--- config.mk ---
export PLATFORM = sky130hd
export DESIGN_NAME = smd_top
export DESIGN_NICKNAME = d
export VERILOG_FILES = /design/src/logic/smd_pkg.sv /design/src/logic/smd_dac_chan.sv /design/src/logic/smd_top.sv
export SDC_FILE = /design/constraint.sdc
export NUM_CORES = 2
export LEC_CHECK = 0
export BUFFER_PORTS_ARGS = -buffer_cell sky130_fd_sc_hd__buf_4
export CORE_ASPECT_RATIO = 1.5
export CORE_MARGIN = 4
export CORE_UTILIZATION = 35
export CTS_CLUSTER_DIAMETER = 50
export DETAILED_ROUTE_END_ITERATION = 10
export PLACE_DENSITY_LB_ADDON = 0.1
export SETUP_SLACK_MARGIN = 0.3
export SLEW_MARGIN = 15
export SYNTH_ARGS = -nofsm -noshare
export SYNTH_HDL_FRONTEND = slang
export SYNTH_SLANG_ARGS = --single-unit
--- constraint.sdc ---
create_clock -name pclk -period 4.7 [get_ports pclk]
set_input_delay 0.235 -clock pclk [delete_from_list [all_inputs] [get_ports pclk]]
set_output_delay 0.235 -clock pclk [all_outputs]
set_load 0.03 [all_outputs]
--- src/logic/smd_pkg.sv ---
package smd_pkg;
  // channel counts
  localparam int SMD_ADC_CH = 8;
  localparam int SMD_DAC_CH = 4;
  localparam int SMD_CODE_W = 8;
  localparam int SMD_ADC_W = 12;
  // margining code layout
  localparam logic [7:0] SMD_MIDCODE = 8'h7f;
  localparam logic [7:0] SMD_UPPER_RST = 8'hff;
  localparam logic [7:0] SMD_LOWER_RST = 8'h00;
  localparam logic [7:0] SMD_CODE_RST = 8'h7f;
  localparam logic [11:0] SMD_ADC_FULL = 12'hfff;
  // timing
  localparam int SMD_CLK_MHZ = 250;
  localparam int SMD_DWELL_US = 500;
  localparam int SMD_DWELL_CYCLES = SMD_DWELL_US * SMD_CLK_MHZ;
  localparam int SMD_DWELL_W = 17;
  localparam int SMD_TRACK_US = 2;
  localparam int SMD_TRACK_CYCLES = SMD_TRACK_US * SMD_CLK_MHZ;
  localparam int SMD_TRACK_W = 9;
  localparam int SMD_AVG_PASSES = 16;
  localparam int SMD_AVG_SHIFT = 4;
  // register byte offsets
  localparam logic [7:0] SMD_CTRL = 8'h00;
  localparam logic [7:0] SMD_CH_SEL = 8'h04;
  localparam logic [7:0] SMD_LIM_DIR = 8'h08;
  localparam logic [7:0] SMD_LIM_STAT = 8'h0c;
  localparam logic [7:0] SMD_INT_STAT = 8'h10;
  localparam logic [7:0] SMD_INT_MASK = 8'h14;
  localparam logic [7:0] SMD_THRESH = 8'h20;
  localparam logic [7:0] SMD_RESULT = 8'h40;
  localparam logic [7:0] SMD_MCODE = 8'h60;
  localparam logic [7:0] SMD_UCLAMP = 8'h70;
  localparam logic [7:0] SMD_LCLAMP = 8'h80;
  localparam logic [7:0] SMD_DCFG = 8'h90;
  // control bits
  localparam int SMD_CTRL_EN = 0;
  localparam int SMD_CTRL_CONT = 1;
  localparam int SMD_CTRL_AVG = 2;
  localparam int SMD_INT_PASS = 8;
  localparam int SMD_INT_W = 9;
  // dac range select, midcode 0.6/0.8/1.0/1.25 V
  typedef enum logic [1:0] {
    smd_mid_0v60, smd_mid_0v80, smd_mid_1v00, smd_mid_1v25
  } smd_range_t;
  // dac channel configuration
  typedef struct packed {
    smd_range_t range;
    logic enable;
  } smd_dac_cfg_t;
  localparam smd_dac_cfg_t SMD_DCFG_RST = '{range: smd_mid_0v60, enable: 1'b0};
  // dac channel drive to the analog side
  typedef struct packed {
    logic [7:0] code;
    smd_range_t range;
    logic hiz;
    logic track;
    logic drive;
  } smd_dac_out_t;
  // clamp pair from nonvolatile download
  typedef struct packed {
    logic [7:0] upper;
    logic [7:0] lower;
  } smd_clamp_t;
endpackage : smd_pkg

--- src/logic/smd_dac_chan.sv ---
`timescale 1ns/1ps
// one margining dac channel: clamp, three-state, glitchless enable
module smd_dac_chan
  import smd_pkg::*;
(
  input wire logic pclk,
  input wire logic presetn,
  input wire logic [7:0] margin_code,
  input wire logic [7:0] margin_upper_clamp,
  input wire logic [7:0] margin_lower_clamp,
  input wire smd_dac_cfg_t cfg,
  output smd_dac_out_t dac_out
);
  logic inverted; // lower above upper
  logic [7:0] next_code; // clamped code
  logic [SMD_TRACK_W-1:0] track_cnt; // tracking time
  logic tracked; // tracking time over

  // clamp the written code into the window
  always_comb begin
    inverted = margin_lower_clamp > margin_upper_clamp;
    if (margin_code < margin_lower_clamp) begin
      next_code = margin_lower_clamp;
    end else if (margin_code > margin_upper_clamp) begin
      next_code = margin_upper_clamp;
    end else begin
      next_code = margin_code;
    end
  end

  // buffer follows the pin before it drives, avoids a glitch
  always_ff @(posedge pclk or negedge presetn) begin
    if (!presetn) begin
      track_cnt <= '0;
      tracked <= 1'b0;
    end else if (!cfg.enable || inverted) begin
      track_cnt <= '0;
      tracked <= 1'b0;
    end else if (track_cnt == SMD_TRACK_W'(SMD_TRACK_CYCLES - 1)) begin
      tracked <= 1'b1;
    end else begin
      track_cnt <= track_cnt + 1'b1;
    end
  end

  // registered drive to the analog buffer
  always_ff @(posedge pclk or negedge presetn) begin
    if (!presetn) begin
      dac_out <= '{code: SMD_CODE_RST, range: smd_mid_0v60, hiz: 1'b1, track: 1'b0, drive: 1'b0};
    end else begin
      dac_out.code <= next_code;
      dac_out.range <= cfg.range;
      dac_out.hiz <= inverted || !tracked;
      dac_out.track <= cfg.enable && !inverted;
      dac_out.drive <= tracked && !inverted;
    end
  end
endmodule : smd_dac_chan

--- src/logic/smd_top.sv ---
`timescale 1ns/1ps
module smd_top
  import smd_pkg::*;
#(
  parameter int unsigned dwell_cycles = SMD_DWELL_CYCLES
)(
  input wire logic pclk,
  input wire logic presetn,
  input wire logic psel,
  input wire logic penable,
  input wire logic pwrite,
  input wire logic [7:0] paddr,
  input wire logic [31:0] pwdata,
  output logic [31:0] prdata,
  output logic pready,
  output logic pslverr,
  input wire logic sequencing_engine_rr_on,
  output logic [SMD_ADC_CH-1:0] sequencing_engine_warn,
  output logic adc_start,
  output logic [2:0] adc_channel,
  input wire logic adc_done,
  input wire logic [SMD_ADC_W-1:0] adc_result,
  input wire logic nv_load,
  input wire smd_clamp_t [SMD_DAC_CH-1:0] nv_clamp,
  output smd_dac_out_t [SMD_DAC_CH-1:0] dac_out,
  output logic irq
);
  typedef enum logic [2:0] {
    st_idle, st_pick, st_conv, st_dwell, st_next, st_pass, st_hold
  } smd_rr_t;

  // software registers
  logic sw_en; // loop enable bit
  logic cont; // continuous loop
  logic avg; // averaging on
  logic [SMD_ADC_CH-1:0] ch_sel; // channels in the loop
  logic [SMD_ADC_CH-1:0] lim_dir; // 1 over, 0 under
  logic [SMD_ADC_W-1:0] thresh [SMD_ADC_CH]; // one limit each
  logic [SMD_ADC_W-1:0] result [SMD_ADC_CH]; // latest results
  logic [SMD_ADC_W+3:0] acc [SMD_ADC_CH]; // averaging sums
  logic [7:0] margin_code [SMD_DAC_CH];
  logic [7:0] margin_upper_clamp [SMD_DAC_CH];
  logic [7:0] margin_lower_clamp [SMD_DAC_CH];
  smd_dac_cfg_t dcfg [SMD_DAC_CH];
  logic [SMD_INT_W-1:0] int_stat; // sticky events
  logic [SMD_INT_W-1:0] int_mask; // 1 lets event through
  logic [SMD_ADC_CH-1:0] warn; // limit status

  // loop state
  smd_rr_t state;
  logic [2:0] ch; // channel under conversion
  logic [3:0] pass_cnt; // averaging pass count
  logic [SMD_DWELL_W-1:0] dwell_cnt; // per channel timer
  logic active; // loop requested
  logic once_done; // single pass finished
  logic publish; // warnings update now
  logic [SMD_ADC_CH-1:0] next_warn; // fresh comparisons
  logic [SMD_ADC_W-1:0] next_result [SMD_ADC_CH];

  // bus decode
  logic acc_ph; // access phase sample
  logic wr; // write takes effect
  logic [3:0] idx; // word inside a bank
  logic [3:0] bank; // upper address nibble
  logic [31:0] next_rdata;
  logic next_err;

  assign active = sw_en || sequencing_engine_rr_on;
  assign acc_ph = psel && penable && !pready;
  assign wr = psel && penable && pready && pwrite && !pslverr;
  assign bank = paddr[7:4];
  assign idx = {2'b00, paddr[3:2]};

  // apb answer one cycle into the access phase
  always_ff @(posedge pclk or negedge presetn) begin
    if (!presetn) begin
      pready <= 1'b0;
      pslverr <= 1'b0;
      prdata <= '0;
    end else begin
      pready <= acc_ph;
      pslverr <= acc_ph && next_err;
      prdata <= (acc_ph && !pwrite) ? next_rdata : 32'h0000_0000;
    end
  end

  // read mux and address check
  always_comb begin
    next_rdata = '0;
    next_err = 1'b0;
    if (paddr[1:0] != 2'b00) begin
      next_err = 1'b1; // unaligned word
    end else begin
      unique case (bank)
        4'h0: begin
          unique case (paddr[3:2])
            2'b00: next_rdata = {29'h0, avg, cont, sw_en};
            2'b01: next_rdata = {24'h0, ch_sel};
            2'b10: next_rdata = {24'h0, lim_dir};
            2'b11: next_rdata = {24'h0, warn};
          endcase
        end
        4'h1: begin
          if (paddr[3:2] == 2'b00) begin
            next_rdata = {23'h0, int_stat};
          end else if (paddr[3:2] == 2'b01) begin
            next_rdata = {23'h0, int_mask};
          end else begin
            next_err = 1'b1;
          end
        end
        4'h2: next_rdata = {20'h0, thresh[paddr[4:2]]};
        4'h3: next_rdata = {20'h0, thresh[paddr[4:2]]};
        4'h4: next_rdata = {20'h0, result[paddr[4:2]]};
        4'h5: next_rdata = {20'h0, result[paddr[4:2]]};
        4'h6: next_rdata = {24'h0, margin_code[idx[1:0]]};
        4'h7: next_rdata = {24'h0, margin_upper_clamp[idx[1:0]]};
        4'h8: next_rdata = {24'h0, margin_lower_clamp[idx[1:0]]};
        4'h9: next_rdata = {29'h0, dcfg[idx[1:0]]};
        default: next_err = 1'b1; // unmapped
      endcase
    end
  end

  // loop control bits; a single pass clears the enable itself
  always_ff @(posedge pclk or negedge presetn) begin
    if (!presetn) begin
      sw_en <= 1'b0;
      cont <= 1'b0;
      avg <= 1'b0;
      ch_sel <= '0;
      lim_dir <= '0;
    end else begin
      if (wr && paddr == SMD_CTRL) begin
        sw_en <= pwdata[SMD_CTRL_EN];
        cont <= pwdata[SMD_CTRL_CONT];
        avg <= pwdata[SMD_CTRL_AVG];
      end else if (once_done) begin
        sw_en <= 1'b0;
      end
      if (wr && paddr == SMD_CH_SEL) begin
        ch_sel <= pwdata[7:0];
      end
      if (wr && paddr == SMD_LIM_DIR) begin
        lim_dir <= pwdata[7:0];
      end
    end
  end

  // adc thresholds, full scale after reset so no over-limit channel trips
  always_ff @(posedge pclk or negedge presetn) begin
    if (!presetn) begin
      for (int i = 0; i < SMD_ADC_CH; i++) begin
        thresh[i] <= SMD_ADC_FULL;
      end
    end else if (wr && (bank == 4'h2 || bank == 4'h3)) begin
      thresh[paddr[4:2]] <= pwdata[SMD_ADC_W-1:0];
    end
  end

  // margin codes and configuration from the host
  always_ff @(posedge pclk or negedge presetn) begin
    if (!presetn) begin
      for (int i = 0; i < SMD_DAC_CH; i++) begin
        margin_code[i] <= SMD_CODE_RST;
        dcfg[i] <= SMD_DCFG_RST;
      end
    end else if (wr && bank == 4'h6) begin
      margin_code[idx[1:0]] <= pwdata[7:0];
    end else if (wr && bank == 4'h9) begin
      dcfg[idx[1:0]] <= smd_dac_cfg_t'(pwdata[2:0]);
    end
  end

  // clamps: nonvolatile download wins over a bus write
  always_ff @(posedge pclk or negedge presetn) begin
    if (!presetn) begin
      for (int i = 0; i < SMD_DAC_CH; i++) begin
        margin_upper_clamp[i] <= SMD_UPPER_RST;
        margin_lower_clamp[i] <= SMD_LOWER_RST;
      end
    end else if (nv_load) begin
      for (int i = 0; i < SMD_DAC_CH; i++) begin
        margin_upper_clamp[i] <= nv_clamp[i].upper;
        margin_lower_clamp[i] <= nv_clamp[i].lower;
      end
    end else if (wr && bank == 4'h7) begin
      margin_upper_clamp[idx[1:0]] <= pwdata[7:0];
    end else if (wr && bank == 4'h8) begin
      margin_lower_clamp[idx[1:0]] <= pwdata[7:0];
    end
  end

  // comparisons on the values about to be published
  always_comb begin
    for (int i = 0; i < SMD_ADC_CH; i++) begin
      if (avg) begin
        next_result[i] = acc[i][SMD_ADC_W+3:SMD_AVG_SHIFT];
      end else begin
        next_result[i] = result[i];
      end
      if (!ch_sel[i]) begin
        next_warn[i] = 1'b0;
      end else if (lim_dir[i]) begin
        next_warn[i] = next_result[i] > thresh[i];
      end else begin
        next_warn[i] = next_result[i] < thresh[i];
      end
    end
  end

  // round-robin sequencer
  always_ff @(posedge pclk or negedge presetn) begin
    if (!presetn) begin
      state <= st_idle;
      ch <= '0;
      pass_cnt <= '0;
      dwell_cnt <= '0;
      adc_start <= 1'b0;
      adc_channel <= '0;
      once_done <= 1'b0;
      publish <= 1'b0;
    end else begin
      adc_start <= 1'b0;
      once_done <= 1'b0;
      publish <= 1'b0;
      if (!active && state != st_idle) begin
        state <= st_idle; // aborted mid loop
      end else begin
        unique case (state)
          st_idle: begin
            ch <= '0;
            pass_cnt <= '0;
            if (active && ch_sel != '0) begin
              state <= st_pick;
            end
          end
          st_pick: begin
            if (ch_sel[ch]) begin
              adc_start <= 1'b1;
              adc_channel <= ch;
              dwell_cnt <= '0;
              state <= st_conv;
            end else begin
              state <= st_next;
            end
          end
          st_conv: begin
            dwell_cnt <= dwell_cnt + 1'b1;
            if (adc_done) begin
              state <= st_dwell;
            end
          end
          st_dwell: begin
            dwell_cnt <= dwell_cnt + 1'b1;
            if (dwell_cnt >= SMD_DWELL_W'(dwell_cycles - 1)) begin
              state <= st_next;
            end
          end
          st_next: begin
            ch <= ch + 1'b1;
            state <= (ch == 3'd7) ? st_pass : st_pick;
          end
          st_pass: begin
            pass_cnt <= pass_cnt + 1'b1;
            if (!avg || pass_cnt == 4'(SMD_AVG_PASSES - 1)) begin
              publish <= 1'b1;
              pass_cnt <= '0;
            end
            if (cont || (avg && pass_cnt != 4'(SMD_AVG_PASSES - 1))) begin
              state <= st_pick;
            end else begin
              once_done <= 1'b1;
              state <= st_hold;
            end
          end
          st_hold: begin
            state <= st_hold; // wait for the request to drop
          end
        endcase
      end
    end
  end

  // conversion results, summed when averaging
  always_ff @(posedge pclk or negedge presetn) begin
    if (!presetn) begin
      for (int i = 0; i < SMD_ADC_CH; i++) begin
        result[i] <= '0;
        acc[i] <= '0;
      end
    end else if (state == st_conv && adc_done) begin
      if (!avg) begin
        result[ch] <= adc_result;
      end else if (pass_cnt == 4'h0) begin
        acc[ch] <= {4'h0, adc_result};
      end else begin
        acc[ch] <= acc[ch] + {4'h0, adc_result};
      end
    end else if (publish && avg) begin
      for (int i = 0; i < SMD_ADC_CH; i++) begin
        if (ch_sel[i]) begin
          result[i] <= next_result[i];
        end
      end
    end
  end

  // warnings change only at the end of a pass
  always_ff @(posedge pclk or negedge presetn) begin
    if (!presetn) begin
      warn <= '0;
      sequencing_engine_warn <= '0;
    end else if (publish) begin
      warn <= next_warn;
      sequencing_engine_warn <= next_warn;
    end
  end

  // sticky events, write one to clear, a new event wins
  always_ff @(posedge pclk or negedge presetn) begin
    if (!presetn) begin
      int_stat <= '0;
      int_mask <= '0;
    end else begin
      if (wr && paddr == SMD_INT_MASK) begin
        int_mask <= pwdata[SMD_INT_W-1:0];
      end
      int_stat <= (int_stat & ~((wr && paddr == SMD_INT_STAT) ? pwdata[SMD_INT_W-1:0] : '0))
        | {publish, publish ? (next_warn & ~warn) : 8'h00};
    end
  end

  // level interrupt, registered
  always_ff @(posedge pclk or negedge presetn) begin
    if (!presetn) begin
      irq <= 1'b0;
    end else begin
      irq <= |(int_stat & int_mask);
    end
  end

  // one clamp channel per margining dac
  for (genvar g = 0; g < SMD_DAC_CH; g++) begin : g_dac
    smd_dac_chan u_chan (
      .pclk(pclk),
      .presetn(presetn),
      .margin_code(margin_code[g]),
      .margin_upper_clamp(margin_upper_clamp[g]),
      .margin_lower_clamp(margin_lower_clamp[g]),
      .cfg(dcfg[g]),
      .dac_out(dac_out[g])
    );
  end
endmodule : smd_top

==> results.yml <==
worst_setup_path:
  rrSetupSlack_ps: 710
  worstRegToRegCells: 13
  cp.arrival_ps: 4500
  path_common_cell: "o21ai_0"
  worstSetupEndpointType: "flop"
  regToRegStartpoint: "ch[2]"
  startpoint_type: "flop"
  cp_data_required_time_ps: 5210
  critical_path.max_stage_delay_ps: 520
  crit_type: "flop to flop"
  critPathMaxFanout: 8
  critPathSlowestCell: "xor2_1"
  cp_cell_sequence: "inv_1, nor2_1, and2_0, buf_4, a22oi_1, nand4_1, fa_1, a211oi_1, o21ai_0, and2_1, a221o_1, xor2_1, o21ai_0"
  r2r_end: "acc[60]"
route:
  drcViolationCount: 0
  drt_pass1_iterations: 7
  antenna_left: 0
  vias_per_cell: 5.60
  drt_iter0_markers: 2352
  num_vias: 28049
  wire_per_inst_um: 27.1
  wl_um: 136000
clocking:
  h-tree-depth: 3
  worstSkewPairLatency_ps: 660
  hold_buffers: 76
  cts-root-buf: "clkbuf_16"
  cts.sinks: 613
  clockBufferDepth: 3
  cts_buffers: 80
  cts_resized: 0
  clkTransAtPathRegs_ps: 60
  cts_setup_buffers: 0
  cts_tree: "yes"
worst_hold_path:
  hold_class: "input pin to flop"
  hold_depth: 3
  hold_path_end: "pslverr"
  hold_start: "penable"
floorplan:
  die_area_um2: 106000
  initial_core_util_pct: 35.3
  die_h_um: 397
  ios: 223
  num_rows: 142
  core_um2: 100000
  die_width_um: 267
yosys:
  ys_seq_area_share_pct: 44.1
  yosysWarnings: 0
  synth_edf_count: 0
  synth-seq-cells: 613
  synthArstFlopShare_pct: 100
  synthFlopType: "dfrtp_1"
  yosysUniqueCellTypes: 71
  syn_avg_cell_area_um2: 10.2
  syn_area_um2: 35300
  netlist_instances: 3450
final_layout:
  area_growth_pct: 17.6
  drive_gt1_share_pct: 25.2
  instances_no_fill: 5012
  final_core_util_pct: 41.5
  multiInputGateArea_um2: 18200
  diodes: 0
  seq_area_um2: 15600
  nets: 3987
  fillers: 9815
sta:
  clock_skew_ps: 29.5
  final-max-slew-violation-count: 0
  hold_slack_ps: 43.2
  fmax_ghz: 0.251
  setup_viol: 0
  worst_pin_slew_ps: 1140
  relSlewSlack_pct: 23.2
  fin_setup_tns_ps: 0
  hold_viol: 0
  rsz0062_at_grt: "no"
  min_period_ps: 3990
  post-route-period-util_pct: 84.9
  finalWorstSetupSlack_ps: 710
place:
  io_buffers: 182
  dp.final_hpwl_um: 102000
  gp_congestion: 0.912
  place_ws_ps: 666
  dp_cells: 4791
global_routing:
  grt_pass1_wl_um: 197000
  grt_overflow: 0
  grt_pass1_vias: 28268
  grtUsageTotal_pct: 25.3
  antenna_found_initial: 2
  grt_max_degree: 113
pwr:
  p_leak_nw: 18.4
  vdd_drop_max_v: 0.000231
  switching_share_pct: 28.3
  p_clk_share_pct: 45.3
  power.sequential.fraction_pct: 42.0
  p_int_mw: 9.94
  combinationalPowerShare_pct: 12.8
  pwr_density_cell_nw_per_um2: 334
  switching_power_mw: 3.93
outcome:
  status: "finished, final reports clean"
flow_run:
  cap_violations: 0
[power groups by stage]
stage          Clock [mW]  Sequential, mW  Combinational, mW
2_1_floorplan           0            5.85              0.954
3_3_place_gp            0            5.91               1.71
3_5_place_dp            0            5.91               1.72
4_1_cts              6.45            5.82               1.78
5_1_grt              6.65            5.83               1.95
6_report             6.28            5.82               1.77
[synth_stat cells (6+ instances only)]
master    count  area, µm²
a211oi_1     11       82.6
a21o_1       44        330
a21oi_1     226       1130
a221oi_1     12        105
a22o_1       13        114
a22oi_1     235       1760
a31o_2        6       52.6
a32o_1        7       70.1
and2_1        9       56.3
and3_1       17        106
buf_1        23       86.3
buf_2        46        230
buf_4        21        158
clkbuf_1    130        488
dfrtp_1     425      10600
dfstp_2     188       4940
ha_1        209       2620
inv_1       183        687
mux2_2      255       2870
mux2i_1      92        921
mux4_2       82       1850
nand2_1     287       1080
nand2b_1     27        169
nand3_1      49        245
nand4_1      50        313
nor2_1      299       1120
nor2_2        6       37.5
nor2b_1      43        269
nor3_1       22        110
nor3b_1       6       45.0
nor4_1        8       50.1
o21a_1        7       52.6
o21ai_0     254       1270
o21ai_1      19       95.1
o22ai_1       9       56.3
xnor2_1      28        245
xor2_1       25        219
[sequential cells by signal, indices dropped and copies added, names as in the netlist, 17 cells and up]
signal and cells:
margin_upper_clamp 32, acc 128, g_dac.u_chan.track_cnt 36, g_dac.u_chan.dac_out 52, margin_lower_clamp 32, dwell_cnt 17
thresh 96, margin_code 32, result 96
[cell usage in the layout (no fill, tap or decap), drive strengths merged, types with 43 or more instances in the layout]
master,synthesis,routed
mux2i,92,92
ha,209,209
nand2,287,287
inv,183,193
a21o,44,44
nand4,50,50
mux4,82,82
nand3,49,49
buf,91,247
mux2,256,256
dfstp,188,188
a22oi,235,235
dfrtp,425,425
o21ai,274,274
dlygate4sd3,0,76
nor2b,43,43
nor2,305,305
a21oi,228,228
clkbuf,130,108
[per-stage QoR]
step	area (µm²)	total power [mW]
2_1_floorplan	35400	6.81
3_3_place_gp	38100	7.62
3_5_place_dp	38100	7.63
4_1_cts	41500	14.1
5_1_grt	41500	14.4
6_report	41500	13.9
[kinds of logic (layout without fill, tap and decap cells)]
logic type      count (synthesis)  count (layout)  share of synthesized area (%)
compound gates                891             891                           15.7
xor+xnor                       54              54                           1.36
fa+ha+maj                     210             210                           7.46
buf+inv                       404             651                           4.70
flops                         613             613                           44.1
mux                           430             430                           16.0
other cells                     1              20                         0.0106
simple gates                  847             847                           10.7
[final cells by class]
type | instances | share of cell area (%)
clock buffer | 108 | 5.54
clock inverter | 37 | 0.940
inverter | 183 | 1.65
multi-input combinational | 2452 | 43.8
sequential | 613 | 37.5
tap | 1296 | 3.91
timing repair buffer | 323 | 6.63
[layer usage]
metal | share of wire (%) | GRT usage, % | vias up
met5 | 0 | 0 | -
met4 | 6.1 | 13.9 | 0
met3 | 3.8 | 2.35 | 259
met2 | 51 | 45.1 | 839
met1 | 39 | 29.8 | 14095
li1 | - | - | 12856
[worst max path at each step]
stage | start | endpoint | slack (ps) | cells past startpoint
after floorplan | ch[0] | acc[108] | 1170 | 15
after global routing | ch[2] | acc[60] | 320 | 13
final | ch[2] | acc[60] | 710 | 13
after CTS | ch[2] | acc[60] | 640 | 13
after global placement | ch[2] | acc[92] | 690 | 13
after detailed placement | ch[2] | acc[60] | 670 | 13
[critical path, delay by kind of cell (launching register included)]
kind,cells,cell delay (ps)
AO/OA/AOI/OAI,5,1190
XOR/XNOR,1,520
adder cells (fa/ha/maj),1,500
buffers and inverters,2,430
flip-flops,1,460
AND/OR/NAND/NOR,4,760
Note: power is estimated with default switching activity, not from simulation.
